==> src/rtl/sacr_consts.svh <==
// Register offsets, field positions, reset values and timing counts of the
// spectral converter configuration bank.
// Assumes inclusion by the design modules; the package does not include it.
`ifndef SACR_CONSTS_SVH
`define SACR_CONSTS_SVH
`define SACR_ADDR_AUX_IDENT 8'h90
`define SACR_ADDR_REV_IDENT 8'h91
`define SACR_ADDR_PART_IDENT 8'h92
`define SACR_ADDR_FIFO_GAIN_CTRL 8'hB1
`define SACR_ADDR_GAIN_CEILING 8'hCF
`define SACR_ADDR_AUTOZERO_CFG 8'hD6
`define SACR_ADDR_IRQ_STATUS 8'hE0
`define SACR_ADDR_IRQ_MASK 8'hE1
`define SACR_ADDR_GAIN_STATE 8'hE2
`define SACR_RST_AUTOZERO 8'hFF
`define SACR_RST_GAIN_CEILING 8'h99
`define SACR_RST_FIFO_GAIN_CTRL 8'h88
`define SACR_RST_IRQ_MASK 8'h00
`define SACR_FIFO_TRIG_MSB 7
`define SACR_FIFO_TRIG_LSB 6
`define SACR_FLK_AGC_BIT 3
`define SACR_SPECTRAL_AUTO_GAIN_EN_BIT 2
`define SACR_FIFO_GAIN_WMASK 8'hCC
`define SACR_CEIL_FLK_MSB 7
`define SACR_CEIL_FLK_LSB 4
`define SACR_CEIL_SP_MSB 3
`define SACR_CEIL_SP_LSB 0
`define SACR_GAIN_CODE_MAX 4'hA
`define SACR_AZ_NEVER 8'h00
`define SACR_AZ_ONCE 8'hFF
`define SACR_AZ_TIME_US 15000
`define SACR_CLK_MHZ 50
`define SACR_AZ_CYCLES (`SACR_AZ_TIME_US * `SACR_CLK_MHZ)
`endif

==> src/rtl/sacr_pkg.sv <==
// Types shared by the configuration bank and its auto-zero sequencer.
// Assumes the constants header sits beside it.
package sacr_pkg;
  typedef enum logic [3:0] {
    SACR_AZ_IDLE = 4'b0001,
    SACR_AZ_RUN = 4'b0010,
    SACR_AZ_MEAS = 4'b0100,
    SACR_AZ_DONE = 4'b1000
  } sacr_az_state_t;
  typedef logic [3:0] sacr_gain_t;
endpackage : sacr_pkg

==> src/rtl/sacr_autozero_seq.sv <==
// Auto-zero sequencer: decides before which integration cycle the
// converter offsets are zeroed and holds off measurement while it runs.
// Assumes cycle_start_i is a one-cycle pulse from logic on clk_sys_i.
`include "sacr_consts.svh"
module sacr_autozero_seq #(
  parameter int unsigned AZ_CYCLES = `SACR_AZ_CYCLES
) (
  // Clock, reset, enable
  input wire logic clk_sys_i,
  input wire logic resetn_i,
  input wire logic clk_en_i,
  // Control
  input wire logic [7:0] interval_i,
  input wire logic flicker_en_i,
  input wire logic cycle_start_i,
  // Status
  output logic az_busy_o,
  output logic az_flicker_o,
  output logic az_done_o
);
  import sacr_pkg::*;
  sacr_az_state_t state;
  logic [7:0] cyc_cnt;
  logic first_done;
  logic [31:0] az_cnt;
  logic az_due;

  // Unless disabled, due when first ever, or outside once mode when the count of cycles reaches the interval
  always_comb begin
    if (interval_i == `SACR_AZ_NEVER) begin
      az_due = 1'b0;
    end else if (interval_i == `SACR_AZ_ONCE) begin
      az_due = !first_done;
    end else begin
      az_due = !first_done || (cyc_cnt + 8'h01 >= interval_i);
    end
  end

  // Sequencer state and duration counter
  always_ff @(posedge clk_sys_i or negedge resetn_i) begin
    if (!resetn_i) begin
      state <= SACR_AZ_IDLE;
      az_cnt <= 32'h0000_0000;
      cyc_cnt <= 8'h00;
      first_done <= 1'b0;
      az_flicker_o <= 1'b0;
    end else if (clk_en_i) begin
      case (state)
        SACR_AZ_IDLE, SACR_AZ_MEAS, SACR_AZ_DONE: begin
          if (cycle_start_i && az_due) begin
            state <= SACR_AZ_RUN;
            az_cnt <= AZ_CYCLES - 1;
            az_flicker_o <= flicker_en_i;
            cyc_cnt <= 8'h00;
          end else if (cycle_start_i) begin
            state <= SACR_AZ_MEAS;
            cyc_cnt <= cyc_cnt + 8'h01;
          end else if (state == SACR_AZ_DONE) begin
            state <= SACR_AZ_MEAS;
          end
        end
        SACR_AZ_RUN: begin
          if (az_cnt == 32'h0000_0000) begin
            state <= SACR_AZ_DONE;
            first_done <= 1'b1;
            az_flicker_o <= 1'b0;
          end else begin
            az_cnt <= az_cnt - 32'h0000_0001;
          end
        end
        default: state <= SACR_AZ_IDLE;
      endcase
    end
  end

  assign az_busy_o = (state == SACR_AZ_RUN);
  assign az_done_o = (state == SACR_AZ_DONE);

  a_az_disabled: assert property (@(posedge clk_sys_i) disable iff (!resetn_i)
    (interval_i == `SACR_AZ_NEVER && state != SACR_AZ_RUN) |=> !az_busy_o)
    else $error("auto-zero started while disabled");
  a_az_once_only: assert property (@(posedge clk_sys_i) disable iff (!resetn_i)
    (first_done && interval_i == `SACR_AZ_ONCE && state != SACR_AZ_RUN) |=> !az_busy_o)
    else $error("auto-zero repeated in once mode");
  a_az_min_time: assert property (@(posedge clk_sys_i) disable iff (!resetn_i)
    $rose(az_busy_o) && clk_en_i |=> az_busy_o)
    else $error("auto-zero ended too early");
endmodule : sacr_autozero_seq

==> src/rtl/sacr_config_regs.sv <==
// Configuration and identification register bank of a multi-channel
// spectral sensor: auto-zero interval, gain ceilings, FIFO trigger level,
// automatic gain enables and read-only identity fields, plus the
// automatic gain stepping that those settings steer.
// Assumes a single-cycle strobe bus master on clk_sys_i and that the
// FIFO level, conversion data and cycle strobes come from the same clock.
//
// Operation
// - Auto-zero every N integration cycles for N 1..254; zero disables it.
// - Interval value 255 auto-zeros once before the first measurement only.
// - Each auto-zero lasts about 15 ms; measurement waits for it.
// - With flicker enabled, converter 5 is zeroed and flicker measure paused.
// - Flicker gain ceiling in bits 7:4, reset 9, codes 0..10.
// - Spectral gain ceiling in bits 3:0, reset 9, codes 0..10.
// - FIFO trigger code 0..3 selects 1,4,8,16 entries; reset 2.
// - Flicker automatic gain enable bit 3, reset 1, steers flicker gain.
// - Spectral automatic gain enable bit 2, reset 0, steers spectral gain.
// - Aux ident bits 3:0, revision bits 2:0, part ident bits 7:2.
// - Identification fields are read-only; writes leave them unchanged.
// - Gain codes are powers of two, 0 is 0.5x up to 10 is 512x.
// - Spectral gain drops when data exceeds the high share of full scale.
// - Spectral gain rises below the low share, never above the ceiling.
//
// Strobed register access was chosen for this implementation.
`include "sacr_consts.svh"
module sacr_config_regs #(
  parameter int unsigned AZ_CYCLES = `SACR_AZ_CYCLES,
  parameter logic [3:0] AUX_IDENT = 4'h1, // Arbitrary value
  parameter logic [2:0] REV_IDENT = 3'h2, // Arbitrary value
  parameter logic [5:0] PART_IDENT = 6'h15 // Arbitrary value
) (
  // Clock, reset, enable
  input wire logic clk_sys_i,
  input wire logic resetn_i,
  input wire logic clk_en_i,
  // Register port
  input wire logic [7:0] reg_addr_i,
  input wire logic [7:0] reg_wdata_i,
  input wire logic reg_wr_i,
  input wire logic reg_rd_i,
  output logic [7:0] reg_rdata_o,
  // Measurement engine
  input wire logic cycle_start_i,
  input wire logic cycle_end_i,
  input wire logic [15:0] sp_data_i,
  input wire logic [7:0] integration_step_count_i,
  input wire logic [15:0] integration_step_size_i,
  input wire logic [1:0] gain_down_threshold_i,
  input wire logic [1:0] gain_up_threshold_i,
  input wire logic flicker_en_i,
  input wire logic flicker_low_i,
  input wire logic flicker_sat_i,
  input wire logic [4:0] fifo_level_i,
  // Controls to the engines
  output logic [3:0] spectral_gain_code_o,
  output logic [3:0] flicker_gain_code_o,
  output logic az_busy_o,
  output logic az_flicker_o,
  output logic flicker_pause_o,
  output logic fifo_irq_o,
  // Interrupt
  output logic irq_o
);
  import sacr_pkg::*;

  logic [7:0] autozero_config;
  logic [7:0] gain_ceiling;
  logic [7:0] fifo_and_gain_control;
  logic [7:0] irq_status;
  logic [7:0] irq_mask;
  logic [7:0] next_rdata;
  logic [24:0] full_scale;
  logic [24:0] hi_level;
  logic [24:0] lo_level;
  logic [4:0] fifo_need;
  logic az_done;
  logic gain_dn_evt;
  logic gain_up_evt;
  logic [7:0] evt;

  // Fixed point share of full scale, in eighths
  function automatic logic [24:0] eighths(input logic [24:0] fs, input logic [3:0] n);
    logic [28:0] p;
    p = fs * n;
    eighths = p[27:3];
  endfunction : eighths

  // Clamp a gain code to the supported range
  function automatic sacr_gain_t clamp_code(input logic [3:0] c);
    clamp_code = (c > `SACR_GAIN_CODE_MAX) ? `SACR_GAIN_CODE_MAX : c;
  endfunction : clamp_code

  // Writable configuration registers
  always_ff @(posedge clk_sys_i or negedge resetn_i) begin
    if (!resetn_i) begin
      autozero_config <= `SACR_RST_AUTOZERO;
      gain_ceiling <= `SACR_RST_GAIN_CEILING;
      fifo_and_gain_control <= `SACR_RST_FIFO_GAIN_CTRL;
      irq_mask <= `SACR_RST_IRQ_MASK;
    end else if (clk_en_i && reg_wr_i) begin
      case (reg_addr_i)
        `SACR_ADDR_AUTOZERO_CFG: autozero_config <= reg_wdata_i;
        `SACR_ADDR_GAIN_CEILING: begin
          gain_ceiling[`SACR_CEIL_FLK_MSB:`SACR_CEIL_FLK_LSB] <=
            clamp_code(reg_wdata_i[7:4]);
          gain_ceiling[`SACR_CEIL_SP_MSB:`SACR_CEIL_SP_LSB] <=
            clamp_code(reg_wdata_i[3:0]);
        end
        `SACR_ADDR_FIFO_GAIN_CTRL:
          fifo_and_gain_control <= reg_wdata_i & `SACR_FIFO_GAIN_WMASK;
        `SACR_ADDR_IRQ_MASK: irq_mask <= {5'h00, reg_wdata_i[2:0]};
        default: ; // Identity and unmapped addresses ignore writes
      endcase
    end
  end

  // Read mux; identity fields are constants
  always_comb begin
    case (reg_addr_i)
      `SACR_ADDR_AUX_IDENT: next_rdata = {4'h0, AUX_IDENT};
      `SACR_ADDR_REV_IDENT: next_rdata = {5'h00, REV_IDENT};
      `SACR_ADDR_PART_IDENT: next_rdata = {PART_IDENT, 2'h0};
      `SACR_ADDR_FIFO_GAIN_CTRL: next_rdata = fifo_and_gain_control;
      `SACR_ADDR_GAIN_CEILING: next_rdata = gain_ceiling;
      `SACR_ADDR_AUTOZERO_CFG: next_rdata = autozero_config;
      `SACR_ADDR_IRQ_STATUS: next_rdata = irq_status;
      `SACR_ADDR_IRQ_MASK: next_rdata = irq_mask;
      `SACR_ADDR_GAIN_STATE: next_rdata = {flicker_gain_code_o, spectral_gain_code_o};
      default: next_rdata = 8'h00;
    endcase
  end

  // Read data stands in the cycle after the strobe only
  always_ff @(posedge clk_sys_i or negedge resetn_i) begin
    if (!resetn_i) begin
      reg_rdata_o <= 8'h00;
    end else if (clk_en_i) begin
      reg_rdata_o <= reg_rd_i ? next_rdata : 8'h00;
    end
  end

  // Auto-zero sequencer
  sacr_autozero_seq #(
    .AZ_CYCLES(AZ_CYCLES)
  ) u_az (
    .clk_sys_i(clk_sys_i),
    .resetn_i(resetn_i),
    .clk_en_i(clk_en_i),
    .interval_i(autozero_config),
    .flicker_en_i(flicker_en_i),
    .cycle_start_i(cycle_start_i),
    .az_busy_o(az_busy_o),
    .az_flicker_o(az_flicker_o),
    .az_done_o(az_done)
  );

  // Flicker measurement held off while converter 5 is zeroed
  assign flicker_pause_o = az_flicker_o;

  // FIFO level trigger, 1 / 4 / 8 / 16 entries
  always_comb begin
    case (fifo_and_gain_control[`SACR_FIFO_TRIG_MSB:`SACR_FIFO_TRIG_LSB])
      2'd0: fifo_need = 5'd1;
      2'd1: fifo_need = 5'd4;
      2'd2: fifo_need = 5'd8;
      default: fifo_need = 5'd16;
    endcase
  end
  assign fifo_irq_o = (fifo_level_i >= fifo_need);

  // Thresholds as shares of full scale (steps+1)*(size+1); 25 bits hold 256 x 65536
  assign full_scale = (25'(integration_step_count_i) + 25'd1) *
                      (25'(integration_step_size_i) + 25'd1);
  assign hi_level = eighths(full_scale, {2'b01, gain_down_threshold_i});
  // Low share steps by one eighth: 12.5, 25, 37.5, 50 percent
  assign lo_level = eighths(full_scale, {2'b00, gain_up_threshold_i} + 4'h1);

  assign gain_dn_evt = cycle_end_i && fifo_and_gain_control[`SACR_SPECTRAL_AUTO_GAIN_EN_BIT] &&
                       (25'(sp_data_i) > hi_level) && (spectral_gain_code_o != 4'h0);
  assign gain_up_evt = cycle_end_i && fifo_and_gain_control[`SACR_SPECTRAL_AUTO_GAIN_EN_BIT] &&
                       (25'(sp_data_i) < lo_level) &&
                       (spectral_gain_code_o < gain_ceiling[3:0]);

  // Spectral gain stepping, one power of two per cycle
  always_ff @(posedge clk_sys_i or negedge resetn_i) begin
    if (!resetn_i) begin
      spectral_gain_code_o <= 4'h9; // 256x, code powers of two
    end else if (clk_en_i) begin
      if (spectral_gain_code_o > gain_ceiling[3:0]) begin
        spectral_gain_code_o <= gain_ceiling[3:0];
      end else if (gain_dn_evt) begin
        spectral_gain_code_o <= spectral_gain_code_o - 4'h1;
      end else if (gain_up_evt) begin
        spectral_gain_code_o <= spectral_gain_code_o + 4'h1;
      end
    end
  end

  // Flicker gain stepping
  always_ff @(posedge clk_sys_i or negedge resetn_i) begin
    if (!resetn_i) begin
      flicker_gain_code_o <= 4'h9;
    end else if (clk_en_i) begin
      if (flicker_gain_code_o > gain_ceiling[7:4]) begin
        flicker_gain_code_o <= gain_ceiling[7:4];
      end else if (fifo_and_gain_control[`SACR_FLK_AGC_BIT] && !az_flicker_o) begin
        if (flicker_sat_i && flicker_gain_code_o != 4'h0) begin
          flicker_gain_code_o <= flicker_gain_code_o - 4'h1;
        end else if (flicker_low_i && flicker_gain_code_o < gain_ceiling[7:4]) begin
          flicker_gain_code_o <= flicker_gain_code_o + 4'h1;
        end
      end
    end
  end

  // Sticky events: 0 auto-zero done, 1 FIFO level, 2 spectral gain stepped
  assign evt = {5'h00, gain_dn_evt | gain_up_evt, fifo_irq_o, az_done};
  always_ff @(posedge clk_sys_i or negedge resetn_i) begin
    if (!resetn_i) begin
      irq_status <= 8'h00;
    end else if (clk_en_i) begin
      if (reg_rd_i && reg_addr_i == `SACR_ADDR_IRQ_STATUS) begin
        irq_status <= evt; // Set wins over clear-on-read
      end else begin
        irq_status <= irq_status | evt;
      end
    end
  end
  assign irq_o = |(irq_status & irq_mask);

  a_ident_const: assert property (@(posedge clk_sys_i) disable iff (!resetn_i)
    reg_rd_i && clk_en_i && reg_addr_i == `SACR_ADDR_PART_IDENT
    |=> reg_rdata_o == {PART_IDENT, 2'h0})
    else $error("part ident read wrong");
  a_ceil_sp: assert property (@(posedge clk_sys_i) disable iff (!resetn_i)
    gain_ceiling[3:0] <= `SACR_GAIN_CODE_MAX)
    else $error("spectral ceiling out of range");
  a_ceil_flk: assert property (@(posedge clk_sys_i) disable iff (!resetn_i)
    gain_ceiling[7:4] <= `SACR_GAIN_CODE_MAX)
    else $error("flicker ceiling out of range");
  a_fifo_trig: assert property (@(posedge clk_sys_i) disable iff (!resetn_i)
    (fifo_and_gain_control[7:6] == 2'd3 && fifo_level_i == 5'd15) |-> !fifo_irq_o)
    else $error("fifo trigger too early");
  a_spectral_auto_gain_en_off: assert property (@(posedge clk_sys_i) disable iff (!resetn_i)
    (!fifo_and_gain_control[2] && clk_en_i &&
     spectral_gain_code_o <= gain_ceiling[3:0] && !reg_wr_i)
    |=> $stable(spectral_gain_code_o))
    else $error("spectral gain moved while control off");
  a_gain_down: assert property (@(posedge clk_sys_i) disable iff (!resetn_i)
    gain_dn_evt && clk_en_i && spectral_gain_code_o <= gain_ceiling[3:0]
    |=> spectral_gain_code_o == $past(spectral_gain_code_o) - 4'h1)
    else $error("gain not reduced");
  a_gain_cap: assert property (@(posedge clk_sys_i) disable iff (!resetn_i)
    gain_up_evt |-> spectral_gain_code_o < gain_ceiling[3:0])
    else $error("gain raised past ceiling");
  a_flk_pause: assert property (@(posedge clk_sys_i) disable iff (!resetn_i)
    az_busy_o && az_flicker_o |-> flicker_pause_o)
    else $error("flicker not paused");

  // Read data returns to zero when no read was strobed
  a_rdata_idle: assert property (@(posedge clk_sys_i) disable iff (!resetn_i)
    !reg_rd_i && clk_en_i |=> reg_rdata_o == 8'h00)
    else $error("read data not idle");

  // Auxiliary identity reads its constant
  a_ident_aux: assert property (@(posedge clk_sys_i) disable iff (!resetn_i)
    reg_rd_i && clk_en_i && reg_addr_i == `SACR_ADDR_AUX_IDENT
    |=> reg_rdata_o == {4'h0, AUX_IDENT})
    else $error("aux ident read wrong");

  // Control write keeps only the defined bits
  a_ctl_write: assert property (@(posedge clk_sys_i) disable iff (!resetn_i)
    reg_wr_i && clk_en_i && reg_addr_i == `SACR_ADDR_FIFO_GAIN_CTRL
    |=> fifo_and_gain_control == ($past(reg_wdata_i) & `SACR_FIFO_GAIN_WMASK))
    else $error("control write wrong");

  // Interval write lands whole
  a_az_write: assert property (@(posedge clk_sys_i) disable iff (!resetn_i)
    reg_wr_i && clk_en_i && reg_addr_i == `SACR_ADDR_AUTOZERO_CFG
    |=> autozero_config == $past(reg_wdata_i))
    else $error("interval write lost");

  // Trigger code 0 fires on one entry
  a_fifo_one: assert property (@(posedge clk_sys_i) disable iff (!resetn_i)
    (fifo_and_gain_control[7:6] == 2'd0 && fifo_level_i != 5'd0) |-> fifo_irq_o)
    else $error("fifo trigger missed");

  // Trigger code 2 waits for eight entries
  a_fifo_eight: assert property (@(posedge clk_sys_i) disable iff (!resetn_i)
    (fifo_and_gain_control[7:6] == 2'd2 && fifo_level_i < 5'd8) |-> !fifo_irq_o)
    else $error("fifo trigger early");

  // Raise steps by exactly one code
  a_gain_up: assert property (@(posedge clk_sys_i) disable iff (!resetn_i)
    gain_up_evt && clk_en_i && spectral_gain_code_o <= gain_ceiling[3:0]
    |=> spectral_gain_code_o == $past(spectral_gain_code_o) + 4'h1)
    else $error("gain not raised");

  // Spectral gain above its ceiling is pulled to it
  a_sp_pull: assert property (@(posedge clk_sys_i) disable iff (!resetn_i)
    clk_en_i && spectral_gain_code_o > gain_ceiling[3:0]
    |=> spectral_gain_code_o == $past(gain_ceiling[3:0]))
    else $error("spectral gain above ceiling");

  // Flicker gain above its ceiling is pulled to it
  a_flk_pull: assert property (@(posedge clk_sys_i) disable iff (!resetn_i)
    clk_en_i && flicker_gain_code_o > gain_ceiling[7:4]
    |=> flicker_gain_code_o == $past(gain_ceiling[7:4]))
    else $error("flicker gain above ceiling");

  // Flicker gain frozen while converter 5 is zeroed
  a_flk_hold: assert property (@(posedge clk_sys_i) disable iff (!resetn_i)
    az_flicker_o && clk_en_i && flicker_gain_code_o <= gain_ceiling[7:4]
    |=> $stable(flicker_gain_code_o))
    else $error("flicker gain moved during auto-zero");

  // Flicker gain still when its control is off
  a_flk_agc_off: assert property (@(posedge clk_sys_i) disable iff (!resetn_i)
    !fifo_and_gain_control[3] && clk_en_i && flicker_gain_code_o <= gain_ceiling[7:4]
    |=> $stable(flicker_gain_code_o))
    else $error("flicker gain moved while control off");

  // Auto-zero completion is recorded
  a_status_az: assert property (@(posedge clk_sys_i) disable iff (!resetn_i)
    az_done && clk_en_i |=> irq_status[0])
    else $error("auto-zero status lost");
  a_rsvd_zero: assert property (@(posedge clk_sys_i) disable iff (!resetn_i)
    (fifo_and_gain_control & ~`SACR_FIFO_GAIN_WMASK) == 8'h00)
    else $error("reserved bits set");
endmodule : sacr_config_regs

==> config.mk <==
export PLATFORM = sky130hd
export DESIGN_NAME = sacr_config_regs
export DESIGN_NICKNAME = d
export VERILOG_FILES = /design/src/rtl/sacr_pkg.sv /design/src/rtl/sacr_autozero_seq.sv /design/src/rtl/sacr_config_regs.sv
export VERILOG_INCLUDE_DIRS = /design/src /design/src/rtl
export SDC_FILE = /design/constraint.sdc
export NUM_CORES = 1
export LEC_CHECK = 0
export BUFFER_PORTS_ARGS = -buffer_cell sky130_fd_sc_hd__buf_4
export CAP_MARGIN = 20
export CORE_MARGIN = 8
export CORE_UTILIZATION = 60
export DETAILED_ROUTE_END_ITERATION = 16
export GPL_TIMING_DRIVEN = 0
export HOLD_SLACK_MARGIN = 0.1
export PLACE_DENSITY = 0.79
export SYNTH_ARGS = -nofsm -noshare
export SYNTH_HDL_FRONTEND = slang
export SYNTH_SLANG_ARGS = --single-unit
==> constraint.sdc <==
create_clock -name clk_sys_i -period 5.15 [get_ports clk_sys_i]
set_input_delay 0.7725 -clock clk_sys_i [delete_from_list [all_inputs] [get_ports clk_sys_i]]
set_output_delay 0.7725 -clock clk_sys_i [all_outputs]
set_load 0.05 [all_outputs]
# After elaboration in Yosys (flattened, before gate mapping)
# Index checks and enable logic that the tools add are counted.
[word_totals]
ff_bits = 93
output_inout_bits = 21
wordCells = 123
[classes]
n_mux = 28
n_bitwise = 3
addsub = 9
n_eq_ne = 20
reduce_logical = 37
mul = 3
magnitude_cmp = 10
[op_table]
columns = ["cell", "n"]
rows = [
  ["8-bit equality test (second input constant)", 10],
  ["8-bit one-hot mux with 9 select lines", 1],
  ["32-bit 2-to-1 mux", 2],
  ["32-bit one-hot mux with 2 select lines", 1],
  ["25-bit by 3-bit multiplier with 28-bit output", 2],
  ["4-bit 2-to-1 mux", 13],
  ["32-bit zero test", 1],
  ["8-bit 2-to-1 mux", 4],
  ["32-bit by 1-bit subtractor with 32-bit output (second input constant)", 1],
  ["16-bit by 25-bit > comparator with 1-bit output", 1],
  ["16-bit by 25-bit less-than comparator with 1-bit output", 1],
  ["9-bit by 17-bit multiplier with 25-bit output", 1],
  ["16-bit by 1-bit adder with 17-bit output (second input constant)", 1],
  ["5-bit one-hot mux with 3 select lines", 1],
  ["3-bit AND reduction", 4],
  ["1-bit logical AND", 11],
  ["2-bit AND reduction", 5],
  ["8-bit by 1-bit adder with 9-bit output (second input constant)", 1],
  ["4-bit by 1-bit adder with 4-bit output (second input constant)", 2],
  ["8-bit by 1-bit adder with 8-bit output (second input constant)", 1],
  ["8-bit by 3-bit AND with 8-bit output", 1],
  ["8-bit >= comparator", 1],
  ["4-bit > comparator", 2],
  ["4-bit > comparator (second input constant)", 2],
  ["other kinds (28)", 40],
]

# Longest topological paths before layout
# Gate-level depths: netlist of the first run.
[logic_depth]
ltp_word = 9
mapped_depth = 51
mapped_depth_nobuf = 50

# Hierarchy
# From an unflattened synthesis of the first run, not the netlist that was laid out.
[hier_totals]
cells_unflattened = 1928
area_unflattened_um2 = 15615.0
[modules_own_cells]
columns = ["mod", "cells_each", "area_per_inst_um2", "n_inst", "seq_area_each_um2"]
rows = [
  ["sacr_config_regs", 1618, 12727.2, 1, 1073.5],
  ["sacr_autozero_seq", 310, 2887.8, 1, 1152.4],
]

# Worst setup path after synthesis of the first run
# No wires, ideal clock.
[synth_timing]
path_kind = "input to register"
startpoint = "input port integration_step_size_i[0]"
endpoint = "register spectral_gain_code_o[3]"
arrival_time_ps = 10121
required_ps = 5071
path_slack_ps = -5051
n_path_buf = 1
path_stages = 50
path_cell_list = "clkbuf_1 nand2_1 nor2_1 and3_1 nand3_1 xor2_1 or2_2 fa_1 inv_1 fa_1 fa_1 inv_1 fa_1 inv_1 ha_1 o21a_1 o21ai_0 nand2b_1 [... 14 more ...] nor2b_1 xor2_1 ha_1 nor2_1 nor4_1 o41ai_1 a21oi_1 o31ai_1 a21oi_1 o2111ai_1 or3_1 inv_1 ha_1 a21o_1 a21oi_1 xor2_1 o31ai_1 a22o_1"
[synth_via]
elab_chain_cells = 8
elab_cells_between_ends = 14
cone_classes = "1 x add/sub; 3 x mul; 2 x order compare; 2 x mux; 6 x reduce/logical"
[synth_lines]
columns = ["item", "line", "text"]
rows = [
  ["start: declaration", "sacr_config_regs.sv:47", "input wire logic [15:0] integration_step_size_i,"],
  ["16-bit by 1-bit adder with 17-bit output *", "sacr_config_regs.sv:173", "(25'(integration_step_size_i) + 25'd1);"],
  ["9-bit by 17-bit multiplier with 25-bit output *", "sacr_config_regs.sv:172", "assign full_scale = (25'(integration_step_count_i) + 25'd1) *"],
  ["25-bit by 3-bit multiplier with 28-bit output", "sacr_config_regs.sv:84", "p = fs * n;"],
  ["16-bit by 25-bit > comparator with 1-bit output or 16-bit by 25-bit less-than comparator with 1-bit output (tied branches)", "sacr_config_regs.sv:179, sacr_config_regs.sv:181", ""],
  ["1-bit logical AND, on equally long branches (2 in a row)", "sacr_config_regs.sv:178, sacr_config_regs.sv:180", ""],
  ["3-bit nonzero test (no line) or 4-bit 2-to-1 mux (tied branches)", "-", ""],
  ["2-bit AND reduction (no line) or 4-bit 2-to-1 mux (tied branches)", "-", ""],
  ["end signal: assignment", "sacr_config_regs.sv:190", "spectral_gain_code_o <= gain_ceiling[3:0];"],
  ["end signal: assignment", "sacr_config_regs.sv:192", "spectral_gain_code_o <= spectral_gain_code_o - 4'h1;"],
  ["end signal: assignment", "sacr_config_regs.sv:194", "spectral_gain_code_o <= spectral_gain_code_o + 4'h1;"],
  ["end: declaration", "sacr_config_regs.sv:55", "output logic [3:0] spectral_gain_code_o,"],
]
# Every way passes the cells marked *; elsewhere a longest branch is shown, timed or not.
# A chain may end at the register's enable or synchronous reset.

# Worst setup path in the final report of the first run
# Same ends and word-level chain as after synthesis.

==> results of run 1 <==
## sequential cells by signal (all words and copies together), names as in the netlist
register               cells
flicker_gain_code_o        4
u_az.az_cnt               32
u_az.az_flicker_o          1
fifo_and_gain_control      4
u_az.cyc_cnt               8
u_az.state                 4
reg_rdata_o                8
spectral_gain_code_o       4
u_az.first_done            1
gain_ceiling               8
autozero_config            8
irq_mask                   3
irq_status                 3
## cell type report
cell class | count | area, µm² | share of cell area [%]
Timing Repair Buffer | 170 | 1340 | 7.17
Buffer | 54 | 315 | 1.68
Clock inverter | 5 | 81.3 | 0.435
Multi-Input combinational cell | 1486 | 13000 | 69.4
Tap cell | 330 | 413 | 2.21
Clock buffer | 11 | 233 | 1.24
Inverter | 298 | 1120 | 5.99
Sequential cell | 88 | 2230 | 11.9
## cells in the final DEF (no fill, tap or decap), types with 9 or more instances in the layout
master     netlist  layout
nor2_1         175     167
mux2_2          11      10
or3_1           13      12
a31oi_1         14      12
or2_2           15      12
and2_1          14      13
fa_1           155     153
and3_1          20      15
xnor2_1         85      60
a21oi_2          0       9
ha_1           154     137
nor2b_1         20      18
nor4_1          17      13
a21o_1          42      42
nand4_1         11      11
nor3_1          40      38
clkbuf_1        50      39
o21ai_0         67      57
ha_4             0      14
xor2_4           0      10
nand3_1         52      43
dfstp_2         19      19
xnor2_2          0      17
dfrtp_1         69      69
clkbuf_16        0      11
a211oi_1        11      10
xor2_1          35      20
nand2_1        234     229
inv_1          297     290
buf_4            2     163
o21a_1          10       9
nand2b_1        65      63
a21oi_1         96      85
a22o_1          11      11
## metrics by stage
step	hold slack, ns	instance area (µm²)	instances	util [%]	setup slack [ns]
2_1_floorplan	0.451	15800	1929	-	-4.36
3_3_place_gp	0.467	16900	2352	67.2	-5.76
3_5_place_dp	0.470	16900	2352	67.2	-5.97
4_1_cts	0.480	18100	2419	72.0	-4.63
5_1_grt	0.281	18700	2442	74.3	-5.17
6_report	0.277	18700	2442	74.3	-4.70
## cell usage after synthesis, drive strengths merged, types with 35 or more instances
cell,n
inv,297
nand2,234
nor2,175
fa,155
ha,154
a21oi,96
xnor2,85
dfrtp,69
o21ai,68
nand2b,65
nand3,52
clkbuf,50
a21o,42
nor3,41
xor2,35
## cells by family after synthesis
| family | share of synthesized area [%] |
|---|---|
| AO/OA/AOI/OAI | 13.8 |
| flip-flops | 14.4 |
| adder cells (fa/ha/maj) | 32.6 |
| AND/OR/NAND/NOR | 22.3 |
| multiplexers | 1.26 |
| XOR/XNOR | 6.82 |
| buffers and inverters | 8.78 |
## path summary, 6_finish.rpt
kind                                      endpoint  slack [ns]  cells after the start
setup reg to reg                    u_az.az_cnt[9]        1.32                     13
min in group clk_sys_i             gain_ceiling[0]        0.48                      2
setup / recovery           spectral_gain_code_o[3]       -4.70                     49
hold reg to reg                    gain_ceiling[0]        0.48                      2
max in group asynchronous            u_az.state[0]        4.21                      2
hold / removal                      reg_rdata_o[7]        0.28                      1
## layer usage
metal	wire, µm	GRT usage, %	vias to the layer above
li1	-	-	6710
met1	17400	33.3	6709
met2	19100	41.3	512
met3	2390	3.74	98
met4	1200	8.16	0
met5	0	0	-
## what timing repair did
item / in CTS / in global routing
buffers inserted: 53 / 23
pin swaps: 60 / 31
resized for setup: 77 / 77
endpoints found under the setup margin: 5 / 5
==> results.md, run 1 <==
* Post-layout min period at 9.85 ns
* Max FO, Critical Path at 5
* CTS tree: built
* Clk pin slew, worst setup/hold paths at 0.07 ns
* Synth top area cells: fa_1 20%, ha_1 13%, dfrtp_1 11%, inv_1 7.2%, nand2_1 5.7%
* R2r startpoint: u_az.cyc_cnt[0]
* Level count of the clock H-tree at 3
* Synth warn at 0
* Period utilisation layout at 191%
* Die ar. at 31100 µm²
* Largest net degree at the start of global routing at 89
* First-pass GRT wire length at 65.4 mm
* Crit path required time at 5.43 ns
* Clock sink total at 88
* Final setup fails at 5
* Iter 0 DRT Violations at 1239
* Via count at 14029
* Highest clock rate at 102 MHz
* Number of synthesized flops with an enable pin at 0
* Synth Register Bits at 88
* Slew Viols, Final at 0
* Initial antenna violation count at 0
* Setup Skew at 0.0102 ns
* Final Wtd Congestion at 0.920
* Drt drc at 0
* Later-pin clock latency in the skew report at 0.35 ns
* Num rows at 58
* Syn_nets at 2313
* Crit Path Category: in2reg
* Clk buf depth at 2
* Crit end category: register
* Clk root buf: clkbuf_16
* Core ar. at 25200 µm²
* Critical path's most frequent cell: fa_1
* Post-Syn Area at 15400 µm²
* CP Buf/Inv Count at 6
* CTS Hold Bufs at 0
* Vias per cell at 5.74
* N_diodes at 0
* Crit path launch type: input port
* Top cell type's share of synthesized area at 20.1%
* Max Cap Violations at 0
* Initial Utilization at 61.2%
* Yosys cell types at 73
* Crit path DAT at 10.13 ns
* Worst Tran Pin Value at 1.07 ns
* CP startpoint: integration_step_size_i[0]
* Ratio of cells with drive above 1 in the final layout at 18.7%
* Synth Flop Type: dfrtp_1
* Failing checks: negative setup slack
* Final Hold Fails at 0
* RSZ-0062 raised after global routing: yes
* Die X-Extent at 176 µm
* Nets@finish at 2491
* Area leader, netlist: fa_1
* Slew margin rel. at 27.8%
* GR Overflow Total at 0
* CTS Buf Count at 9
* Hold Crit Class: in2async
* Mean Syn Cell Area at 7.99 µm²
* Post-DP HPWL at 30.6 mm
* PnR worst setup slack at -4.70 ns
* WL per Instance at 16.4 µm
* Total GRT Usage at 25.0%
* Io pins at 96
* Crit-path slowest cell: fa_1
* Post-route ant nets at 0
* Post-Route WL at 40.1 mm
* Area Overhead vs Synth at 21.5%
* Max stage delay on crit path at 0.53 ns
* Status: complete, but fails checks
* Vias in the first global route at 13871
* Seq/Total Area, Yosys at 14.4%
* Die Y-Extent at 176 µm
* Gate Count Post-Synth at 1929
* Asr flop ratio synth at 100%
* Fillers at 1797
* Pre-antenna DRT Iters at 6
* Setup total negative slack at -22.11 ns
* Kind of cell adding the most delay to the critical path: adder cells
* Buffers on Ports at 93
Power of run 1 is not shown: default switching activity piles up to over one toggle a cycle in this logic, so the estimate is an artifact.
==> inputs of run 2 (changes only) <==
--- a/config.mk
+++ b/config.mk
@@ -6,7 +6,7 @@
 export SDC_FILE = /design/constraint.sdc
 export NUM_CORES = 1
 export LEC_CHECK = 0
-export BUFFER_PORTS_ARGS = -buffer_cell sky130_fd_sc_hd__buf_4
+export BUFFER_PORTS_ARGS = -buffer_cell sky130_fd_sc_hd__buf_2
 export CAP_MARGIN = 20
 export CORE_MARGIN = 8
 export CORE_UTILIZATION = 60
==> results.md, run 2 (synthesized netlist as in run 1, its figures left out) <==
* Initial Utilization at 61.2%
* Crit Path Category: in2reg
* Max stage delay on crit path at 0.53 ns
* Crit path DAT at 10.12 ns
* WL per Instance at 16.7 µm
* Via count at 14115
* Die X-Extent at 176 µm
* Max Cap Violations at 0
* Crit end category: register
* Final Wtd Congestion at 0.912
* Vias per cell at 5.78
* Vias in the first global route at 13891
* Largest register FFs at 32
* Setup Skew at 0.00837 ns
* Post-Route WL at 40.7 mm
* CTS Buf Count at 9
* Pre-antenna DRT Iters at 5
* Max FO, Critical Path at 4
* First-pass GRT wire length at 65.6 mm
* Post-DP HPWL at 30.9 mm
* RSZ-0062 raised after global routing: yes
* Crit path launch type: input port
* Period utilisation layout at 191%
* Post-layout min period at 9.84 ns
* GR Overflow Total at 0
* Total GRT Usage at 25.0%
* Crit-path slowest cell: fa_1
* Register area at 2230 µm²
* Area Overhead vs Synth at 19.4%
* N_diodes at 0
* Hold Crit Class: in2async
* Worst Tran Pin Value at 0.932 ns
* Initial antenna violation count at 0
* Drt drc at 0
* Final core occ at 73.1%
* Die Y-Extent at 176 µm
* R2r startpoint: u_az.az_cnt[15]
* CTS Hold Bufs at 0
* Worst path depth at 50
* Failing checks: negative setup slack
* Clk root buf: clkbuf_16
* Area of the multi-input gates at 12900 µm²
* Post-route ant nets at 0
* CP startpoint: integration_step_size_i[1]
* Critical path's most frequent cell: buf_4
* Top reg by flops: u_az.az_cnt
* Clk buf depth at 2
* Nets@finish at 2489
* CTS tree: built
* Die ar. at 31100 µm²
* Status: complete, but fails checks
* FF-to-FF path depth at 11
* Commonest cells after routing, fill and taps aside: 288 x inv_1, 228 x nand2_1, 168 x nor2_1
* Buffers on Ports at 93
* Most common cell after layout, fill and taps aside: inv_1
* Kind of cell adding the most delay to the critical path: adder cells
* Core ar. at 25200 µm²
* Final Hold Fails at 0
* Slew Viols, Final at 0
* CP Buf/Inv Count at 15
* Highest clock rate at 102 MHz
* Clk pin slew, worst setup/hold paths at 0.06 ns
* Clock sink total at 88
* Largest net degree at the start of global routing at 69
* Final setup fails at 5
* Crit path required time at 5.43 ns
* PnR worst setup slack at -4.69 ns
* Io pins at 96
* Later-pin clock latency in the skew report at 0.34 ns
* Ratio of cells with drive above 1 in the final layout at 18.4%
* Setup total negative slack at -22.11 ns
* Level count of the clock H-tree at 3
* Num rows at 58
* Slew margin rel. at 37.4%
* Iter 0 DRT Violations at 1190
* Fillers at 1857
-- run 2: cell types whose count changed in the layout (fill, tap and decap cells not counted), moves of 3 or more --
| cell | previous run | this run |
|---|---|---|
| buf_2 | 4 | 88 |
| o21ai_1 | 6 | 11 |
| clkbuf_4 | 1 | 4 |
| buf_4 | 163 | 76 |
| buf_12 | 0 | 3 |
| buf_8 | 6 | 3 |
| o21ai_2 | 5 | 0 |
-- run 2: repair_timing --
action,CTS,global route
pin swaps,51,60
endpoints found under the hold margin,0,0
setup endpoints to repair,5,5
resized for setup,84,68
setup buffers,42,31
-- run 2: path summary, 6_finish.rpt --
kind	to	slack, ns
setup / recovery	spectral_gain_code_o[3]	-4.69
hold / removal	irq_status[1]	0.33
setup reg to reg	u_az.az_cnt[30]	1.32
hold reg to reg	reg_rdata_o[6]	0.47
max in group asynchronous	u_az.state[0]	4.16
min in group clk_sys_i	reg_rdata_o[6]	0.47
-- run 2: layer usage --
layer	part of all wire, %	global-route usage, %
met2	49	42.3
met3	5.5	2.63
met5	0	0
met4	2.5	5.48
met1	43	34.2
-- run 2: worst register-to-register path, cell delays in order, from the launching register on --
cell and delay, ns:
dfrtp_1 0.42, or4_4 0.56, nor4_4 0.18, or4b_4 0.52
or4_4 0.46, nor3_4 0.18, and3b_1 0.23, nand2_1 0.06
a21o_1 0.27, nor4_4 0.27, clkbuf_1 0.44, nor2_1 0.12
-- run 2: final cells by class --
cell class / instances / area share [%]
inverters: 298 / 6.09
clock buffers: 10 / 1.24
flip-flops and latches: 88 / 12.1
multi-input cells: 1486 / 70.3
well taps: 330 / 2.24
plain buffers: 54 / 1.54
repair buffers: 168 / 6.17
clock inverters: 6 / 0.326
-- run 2: stage by stage --
stage / setup WS (ns) / hold WS, ns / std cells / instance area (µm²)
floorplan: -4.36 / 0.451 / 1929 / 15800
detailed placement: -5.81 / 0.464 / 2353 / 16700
global route: -5.05 / 0.334 / 2440 / 18400
global placement: -5.72 / 0.460 / 2352 / 16700
CTS: -4.66 / 0.324 / 2410 / 17900
finish: -4.69 / 0.327 / 2440 / 18400
Power of run 2 is left out for the same reason.
